$ cat src/hdl/sses_map.svh
`ifndef SSES_MAP_SVH
`define SSES_MAP_SVH
// Synchroniser depth for comparator inputs
`define SSES_SYNC_STAGES 2
// Number of comparator inputs carried in the input struct
`define SSES_NUM_INPUTS 12
// Reset value of the state register (no supply)
`define SSES_STATE_RST 4'h0
`endif

$ cat src/hdl/sses_pkg.sv
`default_nettype none
package sses_pkg;

  // Operating states
  typedef enum logic [3:0] {
    SSES_NO_SUPPLY  = 4'h0,
    SSES_DISABLED   = 4'h1,
    SSES_THERMAL    = 4'h2,
    SSES_IC_CHARGE  = 4'h3,
    SSES_REG_CHARGE = 4'h4,
    SSES_BOOST      = 4'h5,
    SSES_OPER       = 4'h6,
    SSES_RESTART    = 4'h7,
    SSES_SHUTDOWN   = 4'h8
  } sses_state_t;

  // Comparator results, all active high
  typedef struct packed {
    logic hv_present;        // High-voltage supply above its reset level
    logic ic_present;        // IC supply above its reset level
    logic ic_start;          // IC supply reached start level
    logic reg_start;         // Regulated supply reached start level
    logic reg_uvp;           // Regulated supply below its stop level
    logic ic_uvp;            // IC supply below its stop level
    logic en_pfc;            // Enable pin above pfc_enable_threshold
    logic en_ic;             // Enable pin above whole_ic_enable_threshold
    logic otp;               // Overtemperature active
    logic prot_restart;      // Restart-class protection trigger
    logic prot_shutdown;     // Shutdown-class protection trigger
    logic mains_reset;       // Fast shutdown reset from mains sensing
  } sses_cmp_t;

  // Enables towards the rest of the chip
  typedef struct packed {
    logic pfc_en;            // Power-factor controller switching
    logic hbc_en;            // half_bridge_controller switching
    logic hbc_low_force;     // Hold low-side switch on
    logic hv_source_en;      // High-voltage start-up source
    logic reg_en;            // Series regulator
    logic restart_timer_go;  // Start restart timer
    logic pullup_en;         // enable_pullup_current source
    logic logic_rst;         // Internal logic held in reset
  } sses_ctl_t;

endpackage : sses_pkg
`default_nettype wire

$ cat src/hdl/sses_sequencer.sv
`default_nettype none
`include "sses_map.svh"
// Functional notes
// RULE1 - No supplies: no-supply state, logic reset
// RULE2 - Enable pin low: disabled, all off
// RULE3 - Overtemperature: thermal hold, nothing charged
// RULE4 - Supply charge: only start-up source on
// RULE5 - Regulator charge: series regulator on
// RULE6 - Boost charge: only power-factor controller; code also keeps series regulator on
// RULE7 - Operational: both controllers run
// RULE8 - Restart trigger: restart, timer, IC charged
// RULE9 - Shutdown trigger: protection shutdown, all off
// RULE10 - Any supply present: source enable pullup
// RULE11 - Enable above both thresholds: both enabled
// RULE12 - Below both: pfc stops, bridge waits low-side
// RULE13 - Between thresholds: only half-bridge disabled
// RULE14 - Bridge disabled by pin: low-side held on
// RULE15 - External pulldown exceeds soft-start current
// RULE16 - Operate only after both supplies start
// RULE17 - Shutdown latched; cleared by reset paths
// RULE18 - Restart timer expiry repeats start-up
// RULE19 - Start-up order charge, regulator, boost, run
// RULE20 - Comparator inputs synchronised before use
module sses_sequencer (
  // Clock and reset
  input  wire logic               clk,
  input  wire logic               rst,
  // Comparator results from the analogue front end
  input  wire sses_pkg::sses_cmp_t cmp_async,
  // Half-bridge phase and restart timer status
  input  wire logic               hb_low_phase,
  input  wire logic               restart_done,
  // Enables and state
  output var  sses_pkg::sses_ctl_t ctl,
  output var  sses_pkg::sses_state_t state
);

  // --------------------------------------------------------------------
  // Input synchronisation
  // --------------------------------------------------------------------
  sses_pkg::sses_cmp_t c;
  logic [1:0]          st_sync;

  // RULE20 - comparators synchronised
  sses_sync #(.WIDTH(`SSES_NUM_INPUTS)) u_sync (
    .clk     (clk),
    .rst     (rst),
    .d_async (cmp_async),
    .d_sync  (c)
  );

  // Timer and phase come from on-chip logic on this clock, no sync
  assign st_sync = {hb_low_phase, restart_done};

  // --------------------------------------------------------------------
  // Derived conditions
  // --------------------------------------------------------------------
  logic no_supply;
  logic en_off;
  logic uvp;

  // RULE1 - both supplies gone
  assign no_supply = !c.hv_present && !c.ic_present;
  // RULE2 - pin below pfc threshold means fully disabled
  assign en_off    = !c.en_pfc;
  assign uvp       = c.ic_uvp || c.reg_uvp;

  // --------------------------------------------------------------------
  // State register
  // --------------------------------------------------------------------
  sses_pkg::sses_state_t state_q, state_d;

  // Priority: supply, enable, shutdown latch, thermal, protection, sequence
  always_comb begin
    state_d = state_q;
    case (state_q)
      sses_pkg::SSES_SHUTDOWN: begin
        // RULE17 - latched, only three exits
        if (c.mains_reset) begin
          state_d = sses_pkg::SSES_IC_CHARGE;
        end
      end
      sses_pkg::SSES_RESTART: begin
        // RULE18 - timer expiry restarts sequence
        if (st_sync[0]) begin
          state_d = sses_pkg::SSES_IC_CHARGE;
        end
      end
      sses_pkg::SSES_THERMAL: begin
        if (!c.otp) begin
          state_d = sses_pkg::SSES_IC_CHARGE;
        end
      end
      sses_pkg::SSES_NO_SUPPLY,
      sses_pkg::SSES_DISABLED: begin
        state_d = sses_pkg::SSES_IC_CHARGE;
      end
      // RULE19 - ordered start-up
      sses_pkg::SSES_IC_CHARGE: begin
        if (c.ic_start) begin
          state_d = sses_pkg::SSES_REG_CHARGE;
        end
      end
      sses_pkg::SSES_REG_CHARGE: begin
        // RULE16 - both start levels reached
        if (c.ic_start && c.reg_start) begin
          state_d = sses_pkg::SSES_BOOST;
        end
      end
      sses_pkg::SSES_BOOST: begin
        // RULE11 - whole-IC threshold lets bridge start
        if (uvp) begin
          state_d = sses_pkg::SSES_IC_CHARGE;
        end else if (c.en_ic) begin
          state_d = sses_pkg::SSES_OPER;
        end
      end
      sses_pkg::SSES_OPER: begin
        // RULE13 - back to pfc only below whole-IC threshold
        if (uvp) begin
          state_d = sses_pkg::SSES_IC_CHARGE;
        end else if (!c.en_ic) begin
          state_d = sses_pkg::SSES_BOOST;
        end
      end
      default: begin
        state_d = sses_pkg::SSES_NO_SUPPLY;
      end
    endcase
    // Global overrides, highest last
    if (state_q != sses_pkg::SSES_SHUTDOWN) begin
      // RULE8 - restart-class trigger
      if (c.prot_restart && state_q != sses_pkg::SSES_RESTART) begin
        state_d = sses_pkg::SSES_RESTART;
      end
      // RULE9 - shutdown-class trigger
      if (c.prot_shutdown) begin
        state_d = sses_pkg::SSES_SHUTDOWN;
      end
      // RULE3 - thermal hold while overtemperature
      if (c.otp) begin
        state_d = sses_pkg::SSES_THERMAL;
      end
    end
    // RULE2 - pin low wins, also clears shutdown latch
    if (en_off) begin
      state_d = sses_pkg::SSES_DISABLED;
    end
    // RULE1 - supply loss resets everything
    if (no_supply) begin
      state_d = sses_pkg::SSES_NO_SUPPLY;
    end
  end

  always_ff @(posedge clk) begin
    if (rst) begin
      state_q <= sses_pkg::sses_state_t'(`SSES_STATE_RST);
    end else begin
      state_q <= state_d;
    end
  end

  // --------------------------------------------------------------------
  // Half-bridge stop at low-side phase
  // --------------------------------------------------------------------
  logic hbc_run_q;
  logic hbc_want;

  assign hbc_want = (state_d == sses_pkg::SSES_OPER);

  // RULE12 - bridge finishes until low-side phase active
  always_ff @(posedge clk) begin
    if (rst) begin
      hbc_run_q <= 1'b0;
    end else if (hbc_want) begin
      hbc_run_q <= 1'b1;
    end else if (st_sync[1]) begin
      hbc_run_q <= 1'b0;
    end
  end

  // --------------------------------------------------------------------
  // Output register
  // --------------------------------------------------------------------
  sses_pkg::sses_ctl_t ctl_d;

  always_comb begin
    ctl_d = '0;
    // RULE10 - pullup while any supply present
    ctl_d.pullup_en = !no_supply;
    case (state_d)
      // RULE1 - logic held in reset
      sses_pkg::SSES_NO_SUPPLY: ctl_d.logic_rst = 1'b1;
      // RULE4 - only start-up source
      sses_pkg::SSES_IC_CHARGE: ctl_d.hv_source_en = 1'b1;
      // RULE5 - series regulator charges
      sses_pkg::SSES_REG_CHARGE: ctl_d.reg_en = 1'b1;
      // RULE6 - power-factor controller, series regulator kept on
      sses_pkg::SSES_BOOST: begin
        ctl_d.pfc_en = 1'b1;
        ctl_d.reg_en = 1'b1;
      end
      // RULE7 - both controllers
      sses_pkg::SSES_OPER: begin
        ctl_d.pfc_en = 1'b1;
        ctl_d.reg_en = 1'b1;
      end
      // RULE8 - IC capacitor kept charged
      sses_pkg::SSES_RESTART: ctl_d.hv_source_en = 1'b1;
      default: ctl_d.logic_rst = 1'b0;
    endcase
    // RULE12 - pfc stops at once, bridge finishes stroke
    ctl_d.hbc_en = hbc_want || (hbc_run_q && !st_sync[1]);
    // RULE14 - low side held when pin disables bridge
    ctl_d.hbc_low_force = !ctl_d.hbc_en && c.en_pfc == 1'b0 ? 1'b1 :
                          (!ctl_d.hbc_en && !c.en_ic);
    ctl_d.restart_timer_go = (state_d == sses_pkg::SSES_RESTART) &&
                             (state_q != sses_pkg::SSES_RESTART);
  end

  always_ff @(posedge clk) begin
    if (rst) begin
      ctl <= '0;
    end else begin
      ctl <= ctl_d;
    end
  end

  always_ff @(posedge clk) begin
    if (rst) begin
      state <= sses_pkg::sses_state_t'(`SSES_STATE_RST);
    end else begin
      state <= state_d;
    end
  end
endmodule // sses_sequencer
`default_nettype wire

$ cat src/hdl/sses_sync.sv
`default_nettype none
`include "sses_map.svh"
// Two-flop synchroniser, one per bit
module sses_sync #(
  parameter int WIDTH = `SSES_NUM_INPUTS
) (
  // Clock and reset
  input  wire logic             clk,
  input  wire logic             rst,
  // Data
  input  wire logic [WIDTH-1:0] d_async,
  output var  logic [WIDTH-1:0] d_sync
);

  logic [WIDTH-1:0] meta_q;

  // First stage is read only by the second stage
  genvar gi;
  generate
    for (gi = 0; gi < WIDTH; gi++) begin : g_bit
      always_ff @(posedge clk) begin
        if (rst) begin
          meta_q[gi] <= 1'b0;
          d_sync[gi] <= 1'b0;
        end else begin
          meta_q[gi] <= d_async[gi];
          d_sync[gi] <= meta_q[gi];
        end
      end
    end
  endgenerate

endmodule // sses_sync
`default_nettype wire

$ cat config.mk
export PLATFORM = sky130hd
export DESIGN_NAME = sses_sequencer
export DESIGN_NICKNAME = d
export VERILOG_FILES = /design/src/hdl/sses_pkg.sv /design/src/hdl/sses_sequencer.sv /design/src/hdl/sses_sync.sv
export VERILOG_INCLUDE_DIRS = /design/src /design/src/hdl
export SDC_FILE = /design/constraint.sdc
export NUM_CORES = 1
export LEC_CHECK = 0
export CAP_MARGIN = 5
export CORE_UTILIZATION = 39
export CTS_BUF_LIST = sky130_fd_sc_hd__clkbuf_4
export CTS_CLUSTER_SIZE = 30
export DETAILED_ROUTE_END_ITERATION = 10
export DONT_BUFFER_PORTS = 1
export HOLD_SLACK_MARGIN = 0.12
export PLACE_DENSITY = 0.55
export SETUP_SLACK_MARGIN = 0.05
export SYNTH_ARGS = -nofsm -noshare
export SYNTH_HDL_FRONTEND = slang
export SYNTH_SLANG_ARGS = --single-unit
$ cat constraint.sdc
create_clock -name clk -period 2.2 [get_ports clk]
set_input_delay 0.22 -clock clk [delete_from_list [all_inputs] [get_ports clk]]
set_output_delay 0.22 -clock clk [all_outputs]
set_load 0.01 [all_outputs]
== Yosys cells after proc, flatten, opt, wreduce, memory -nomap -nowiden ==
Cells that the tools add are included.
Word-level totals
  logic and storage cells: 95
  input bits: 16
  flip-flop bits (word level): 37
  output and inout bits: 12
Cells by class
  mux-type cells: 23
  reduce and logical (&&, ||, !) cells: 22
  bitwise logic cells: 1
  eq/ne operators: 15
Operator list (number)
  $mux 4: 15
  $eq 4x3->1 const B: 8
  $pmux 4 s8: 1
  $eq 4x2->1 const B: 3
  $logic_not 4->1: 2
  $logic_and 1x1->1: 7
  $mux 1: 7
  $logic_not 1->1: 6
  $reduce_or 2->1: 3
  $eq 4x1->1 const B: 1
  $eq 4x4->1 const B: 1
  $ne 4x3->1 const B: 1
  $ne 4x4->1 const B: 1
  $reduce_or 3->1: 1
  $logic_or 1x1->1: 2
  $reduce_bool 2->1: 1
  $not 1->1: 1

== Logic depth before layout (Yosys ltp) ==
Gate-level depths: netlist of the first run.
  word-level depth: 14
  depth in mapped cells: 7
  gate-level depth less buffers: 5

== By module ==
Synthesis of the first run repeated with hierarchy kept, for this count alone.
Second synthesis, totals
  cell total of the unflattened synthesis: 133
  area, all modules: 1421.4 um^2
By module, submodules not included
  sses_sequencer: area each 728.2 um^2, sequential area each 260.2 um^2, cells each 83, times used 1
  sses_sync: area each 693.2 um^2, sequential area each 480.5 um^2, cells each 50, times used 1

== Worst setup path after synthesis of the first run ==
Ideal clock, no wire load.
  kind: reg2reg
  start: reg, netlist name state[0]
  end: reg ctl[3] (netlist name)
  path buffers: 2
  setup slack: 0.126 ns
  period minus slack after synthesis: 2.074 ns
  arrival: 1.950 ns
  stages on the path, launching flop included: 8
  setup time: 0.124 ns
  required time: 2.076 ns
  cell sequence: dfxtp_1 buf_6 or4b_4 buf_6 mux2i_1 a311o_4 nand3b_1 nor2b_4
RTL lines
  to (signal assigned): line sses_sequencer.sv:225  | ctl <= ctl_d;
  to (decl): line sses_sequencer.sv:34  | output var sses_pkg::sses_ctl_t ctl,

==> results by group, run 1 <==
Die
  – Die height: 60.7 µm
  – Core Region: 3150 µm²
  – Initial cell density of the core: 0.426
  – I/O pins: 28
  – Die Area: 3680 µm²
  – Die Width: 60.7 µm
  – Row cnt: 20

Final layout
  – Footprint of the multi-input gates: 551 µm²
  – Most common cell after layout, fill and taps aside: dfxtp_1
  – Area Growth Syn to Fin: 17.8%
  – Sequential standard cell area: 741 µm²
  – Share of layout cells above drive strength 1: 0.179
  – Most frequent cells in the layout: dfxtp_1 (37), nor2b_1 (25), dlygate4sd3_1 (14), nor2_1 (11)
  – Layout Nets: 160
  – Post-route design area: 1580 µm²
  – Fillers: 308
  – Ant. Diodes: 0

Placed design
  – Placed Area: 1390 µm²
  – DP Wirelength: 1520 µm
  – GPL Wtd Cong: 0.807
  – IO buf count: 0

Logic synthesis
  – Syn Nets: 141
  – Yosys cell types: 40
  – Yosys reg bits: 37
  – Top FF cell, synth: dfxtp_1
  – Seq/Total Area, Yosys: 0.551
  – FFs w/ async S/R, synth: 0
  – Cells after Synth: 125
  – Post-synth EDFFs: 0
  – Synth Cell Area: 1340 µm²
  – YS warnings: 0
  – Syn_area_per_cell: 10.8 µm²

Timing
  – # setup viols final: 0
  – Fin. Hold Viols: 0
  – Maximum clock rate: 0.513 GHz
  – Tcrit/Tclk final: 0.886
  – Clk_skew: 0.00628 ns
  – Setup TNS: 0 ns
  – Max-Slew Margin vs Limit: 0.311
  – Least-Margin Pin Slew: 1.03 ns
  – Post-layout minimum cycle time: 1.95 ns
  – Max-slew violations: 0
  – RSZ-0062 raised after global routing: no

Clocking
  – CTS Sinks: 37
  – Worst-case clock buffer depth: 2
  – # hold bufs at CTS: 14
  – Setup bufs post-CTS: 0
  – Skew-Pair Late Insertion Delay: 0.34 ns
  – Reg clk slew, reported paths: 0.11 ns
  – CTS Root Cell: clkbuf_4
  – CTS tree: built
  – CTS Buf Count: 5
  – Number of cells upsized or downsized after cts: 0
  – CTS H-tree depth: 2

Worst setup path
  – R2R Path Start: state[2]
  – Critical Path Fanout Max: 6
  – Crit path buffers/inverters: 0
  – Critical path type: reg2reg
  – Reg-to-reg endpoint: ctl[3]
  – Flop2flop setup slack: 0.25 ns
  – Crit path to: ctl[3]
  – CP Launch Type: flip-flop
  – Delay-heaviest family, CP: simple AND/OR/NAND/NOR gates
  – CP cell instances: or4b_4, mux2i_1, a311o_4, nand3b_1, nor2b_4
  – Cells on worst reg2reg path: 5
  – Critical path arrival: 2.18 ns
  – Cell with the largest stage delay on the worst path: or4b_4
  – Worst Path Required: 2.43 ns
  – WP depth: 5
  – Largest stage delay, worst path: 0.58 ns
  – Type of destination of the critical path: flip-flop
  – CP Launch Point: state[2]

Detailed routing
  – Initial drt markers: 27
  – DRC errors left: 0
  – Final WL: 2180 µm
  – WL/cell: 11.5 µm
  – Vias per std cell: 4.59
  – TritonRoute pass-1 iters: 4
  – Via count: 867
  – Routed Antenna Nets: 0

GRT
  – Largest net degree at the start of global routing: 33
  – GR peak layer: met2
  – GRT Residual Overflow: 0
  – Global Route met1 Usage: 0.158
  – Met3 Use GR: 0.0789
  – Met2 Resource Use GR: 0.215
  – Gr usage total: 0.139
  – Antenna violations before repair: 0
  – First-pass GRT wire length: 3490 µm
  – Via count of the first global-routing pass: 775

Power
  – Ratio of total power to cell area: 704 nW/µm²
  – Final Power: 0.00111 W
  – Leakage Power: 0.620 nW
  – VDD IR max: 0.318 mV

Status
  – Status: finished clean

Flow run
  – Max_cap viols: 0

Worst hold path
  – Worst Hold Class: in2reg
  – Hold Path Depth: 3
## synth_stat cells, types with 2 or more instances
library cell / number / area share
nor3b_1: 2 / 0.011
a21oi_1: 2 / 0.0074
nor2_1: 11 / 0.031
clkbuf_1: 3 / 0.0084
dfxtp_1: 37 / 0.55
buf_6: 2 / 0.017
o21ai_0: 3 / 0.011
inv_1: 3 / 0.0084
o22ai_1: 2 / 0.0093
nor2b_1: 25 / 0.12
nand2_1: 5 / 0.014
mux2i_1: 2 / 0.015
## worst min-delay path: stages
cell and delay, ns:
nor3_1 0.04, o21ai_2 0.15, nor2b_4 0.05
## cell families (layout without fill, tap and decap cells)
logic type | count (synthesis) | in the layout | share of synthesized area
buffers and inverters | 9 | 29 | 0.0391
muxes | 3 | 3 | 0.0233
AOI/OAI and AO/OA | 19 | 19 | 0.120
xor gates and xnor gates | 1 | 1 | 0.00652
DFF | 37 | 37 | 0.551
and+or+nand+nor | 56 | 56 | 0.260
## per-stage QoR
stage | util | std cells | worst slack (ns) | hold WS, ns
detailed placement | 0.440 | 167 | 0.269 | 0.295
global route | 0.502 | 189 | 0.169 | 0.146
global placement | 0.440 | 167 | 0.305 | 0.294
finish | 0.502 | 189 | 0.252 | 0.151
CTS | 0.502 | 189 | 0.243 | 0.131
floorplan | - | 125 | 0.126 | 0.292
## worst min path at each step
stage	startpoint	endpoint
after floorplan	rst	u_sync.d_sync[7]
after global placement	rst	u_sync.meta_q[3]
after detailed placement	rst	u_sync.meta_q[2]
after CTS	rst	ctl[3]
after global routing	rst	ctl[3]
final	rst	ctl[3]
## routing by layer
layer / wire length (µm) / vias to the layer above
li1: - / 455
met1: 989 / 381
met2: 995 / 25
met3: 156 / 6
met4: 39 / 0
met5: 0 / -
## where the power goes
part	total (W)	switching [W]	internal (W)
Combinational	0.0000691	0.0000295	0.0000396
Clock	0.000338	0.000218	0.000120
Sequential	0.000706	0.0000118	0.000695
## state kept, by name, summed over array words and instances, names as in the netlist
| name | flops |
|---|---|
| ctl | 8 |
| hbc_run_q | 1 |
| state | 4 |
| u_sync.d_sync | 12 |
| u_sync.meta_q | 12 |
## final cells by class
cell class,instances,share of cell area
Timing Repair Buffer,18,0.108
Clock buffer,5,0.0237
Multi-Input combinational cell,79,0.348
Inverter,3,0.00711
Sequential cell,37,0.468
Tap cell,44,0.0348
Clock inverter,3,0.0111
Note: power is estimated with default switching activity, not from simulation.
==> inputs of run 2 (changes only) <==
--- a/config.mk
+++ b/config.mk
@@ -18,3 +18,4 @@
 export SYNTH_ARGS = -nofsm -noshare
 export SYNTH_HDL_FRONTEND = slang
 export SYNTH_SLANG_ARGS = --single-unit
+export TNS_END_PERCENT = 5
==> constraint.sdc (replaced) <==
create_clock -name clk -period 1.8 [get_ports clk]
set_input_delay 0.18 -clock clk [delete_from_list [all_inputs] [get_ports clk]]
set_output_delay 0.18 -clock clk [all_outputs]
set_load 0.01 [all_outputs]
==> run 2 against run 1 <==
Against the previous run:
- total power increased by 37%
- the flow now finishes with violations (setup timing)
- clock skew is 0.0027 ns higher
- count of clock-buffer cells in the layout is 1 higher
- combinational power is 26% higher
- sequential cell count did not move
- cell count is 2.1% higher
==> results by group, run 2 (synthesis results as in run 1) <==
Final layout
  – Layout Nets: 164
  – Final Non-Filler Cells: 193
  – Layout Utilization: 0.523
  – Area Growth Syn to Fin: 22.7%
  – Share of layout cells above drive strength 1: 0.215
  – Fillers: 307
  – Ant. Diodes: 0
  – Most frequent cells in the layout: dfxtp_1 (36), nor2b_1 (25), dlygate4sd3_1 (13), nor2_1 (11), buf_4 (8)
  – Most common cell after layout, fill and taps aside: dfxtp_1
  – Biggest regs: u_sync.d_sync: 12 flops, u_sync.meta_q: 12 flops, ctl: 8 flops

Power
  – Net Switching: 0.000316 W
  – Ratio of total power to cell area: 925 nW/µm²
  – Leakage Power: 0.663 nW
  – Sw Share: 0.207
  – Combinational Power Share: 0.057
  – Seq pwr share: 0.566
  – VDD IR max: 0.583 mV
  – Power share of the clock group: 0.377
  – Internal power: 0.00121 W
  – Final Power: 0.00153 W

Placed design
  – Dpl cells: 171
  – GPL Wtd Cong: 0.831
  – Setup WS pre-CTS: -0.0625 ns
  – IO buf count: 0
  – DP Wirelength: 1530 µm

Clocking
  – CTS H-tree depth: 2
  – Reg clk slew, reported paths: 0.10 ns
  – CTS tree: built
  – CTS Root Cell: clkbuf_4
  – CTS Buf Count: 5
  – CTS Sinks: 37
  – Worst-case clock buffer depth: 2
  – Skew-Pair Late Insertion Delay: 0.34 ns

GRT
  – Gr usage total: 0.142
  – Largest net degree at the start of global routing: 34
  – Via count of the first global-routing pass: 858
  – First-pass GRT wire length: 3520 µm
  – GRT Residual Overflow: 0
  – Antenna violations before repair: 0

Worst setup path
  – CP cell instances: or4b_4, mux2i_2, a311o_4, nand3b_1, nor2b_4
  – CP Launch Type: flip-flop
  – Largest stage delay, worst path: 0.57 ns
  – Critical path arrival: 2.11 ns
  – Cell with the largest stage delay on the worst path: or4b_4
  – Critical Path Fanout Max: 6
  – Crit path buffers/inverters: 0
  – Critical path type: reg2reg
  – Type of destination of the critical path: flip-flop
  – Delay-heaviest family, CP: simple AND/OR/NAND/NOR gates
  – Worst Path Required: 2.04 ns

Die
  – I/O pins: 28
  – Initial cell density of the core: 0.426
  – Die Width: 60.7 µm
  – Die Area: 3680 µm²
  – Die height: 60.7 µm
  – Row cnt: 20
  – Core Region: 3150 µm²

Timing
  – Clk_skew: 0.00895 ns
  – Worst setup margin: -0.0743 ns
  – Max-Slew Margin vs Limit: 0.281
  – Maximum clock rate: 0.534 GHz
  – Worst hold slack: 0.445 ns
  – Least-Margin Pin Slew: 1.08 ns
  – Fin. Hold Viols: 0
  – # setup viols final: 5
  – Post-layout minimum cycle time: 1.87 ns
  – Tcrit/Tclk final: 1.04
  – Max-slew violations: 0
  – RSZ-0062 raised after global routing: yes

Detailed routing
  – Final WL: 2220 µm
  – Via count: 904
  – TritonRoute pass-1 iters: 4
  – Routed Antenna Nets: 0
  – WL/cell: 11.5 µm
  – DRC errors left: 0
  – Initial drt markers: 21
  – Vias per std cell: 4.68

Status
  – Failing checks: setup timing
  – Status: complete, but fails checks

Flow run
  – Max_cap viols: 0

Worst hold path
  – Worst Hold Class: reg2reg
==> run 2: changes by cell type in the layout (fill, tap and decap cells not counted), sizes merged <==
cell          before  now
buf                4    8
bufinv             0    1
clkbuf             5    6
clkinv             2    1
clkinvlp           1    0
dlygate4sd3       14   13
dlymetal6s4s       0    1
==> run 2: stage by stage <==
step | cell area [µm²] | setup TNS [ns]
final | 1650 | -0.127
after global routing | 1650 | -0.777
after CTS | 1640 | -0.0941
after detailed placement | 1420 | -0.0627
after global placement | 1420 | -0.0101
after floorplan | 1350 | -0.639
==> run 2: area by class of cell <==
type,instances,area [µm²],area share
clock buffer,6,45.0,0.0273
clock inverter,2,38.8,0.0235
inverter,3,11.3,0.00683
multi-input combinational,79,554,0.336
sequential,37,742,0.450
tap,44,55.1,0.0334
timing repair buffer,22,203,0.123
==> run 2: worst reg2reg max path, delay by kind of cell, from the launching register on <==
kind | cells | cell delay [ns]
and+or+nand+nor | 3 | 0.91
muxes | 1 | 0.19
DFF | 1 | 0.32
AOI/OAI and AO/OA | 1 | 0.35
==> run 2: worst paths after layout <==
check                   startpoint               end  slack, ns  depth (start not counted)
hold / removal    u_sync.meta_q[8]  u_sync.d_sync[8]       0.45                          1
setup reg to reg          state[2]            ctl[3]      -0.07                          5
hold reg to reg   u_sync.meta_q[8]  u_sync.d_sync[8]       0.45                          1
setup / recovery          state[2]            ctl[3]      -0.07                          5
==> run 2: timing repair <==
item	4_1_cts	5_1_grt
resized for setup	0	2
cloned	0	0
buffers inserted	0	0
setup endpoints to repair	7	9
pin swaps	2	0
hold buffers	14	0
endpoints found under the hold margin	35	0
==> run 2: power groups by stage <==
stage	clock network (W)	registers, W	logic (W)
final	0.000574	0.000863	0.0000874
after global routing	0.000632	0.000867	0.0000960
after CTS	0.000588	0.000863	0.0000865
after detailed placement	0	0.000882	0.0000538
after global placement	0	0.000882	0.0000524
after floorplan	0	0.000880	0.0000538
==> run 2: per-layer routing <==
| metal | track usage | vias to the layer above | routed length [µm] |
|---|---|---|---|
| li1 | - | 467 | - |
| met1 | 0.137 | 406 | 956 |
| met2 | 0.232 | 26 | 1070 |
| met3 | 0.0917 | 5 | 145 |
| met4 | 0.0779 | 0 | 40 |
| met5 | 0 | - | 0 |
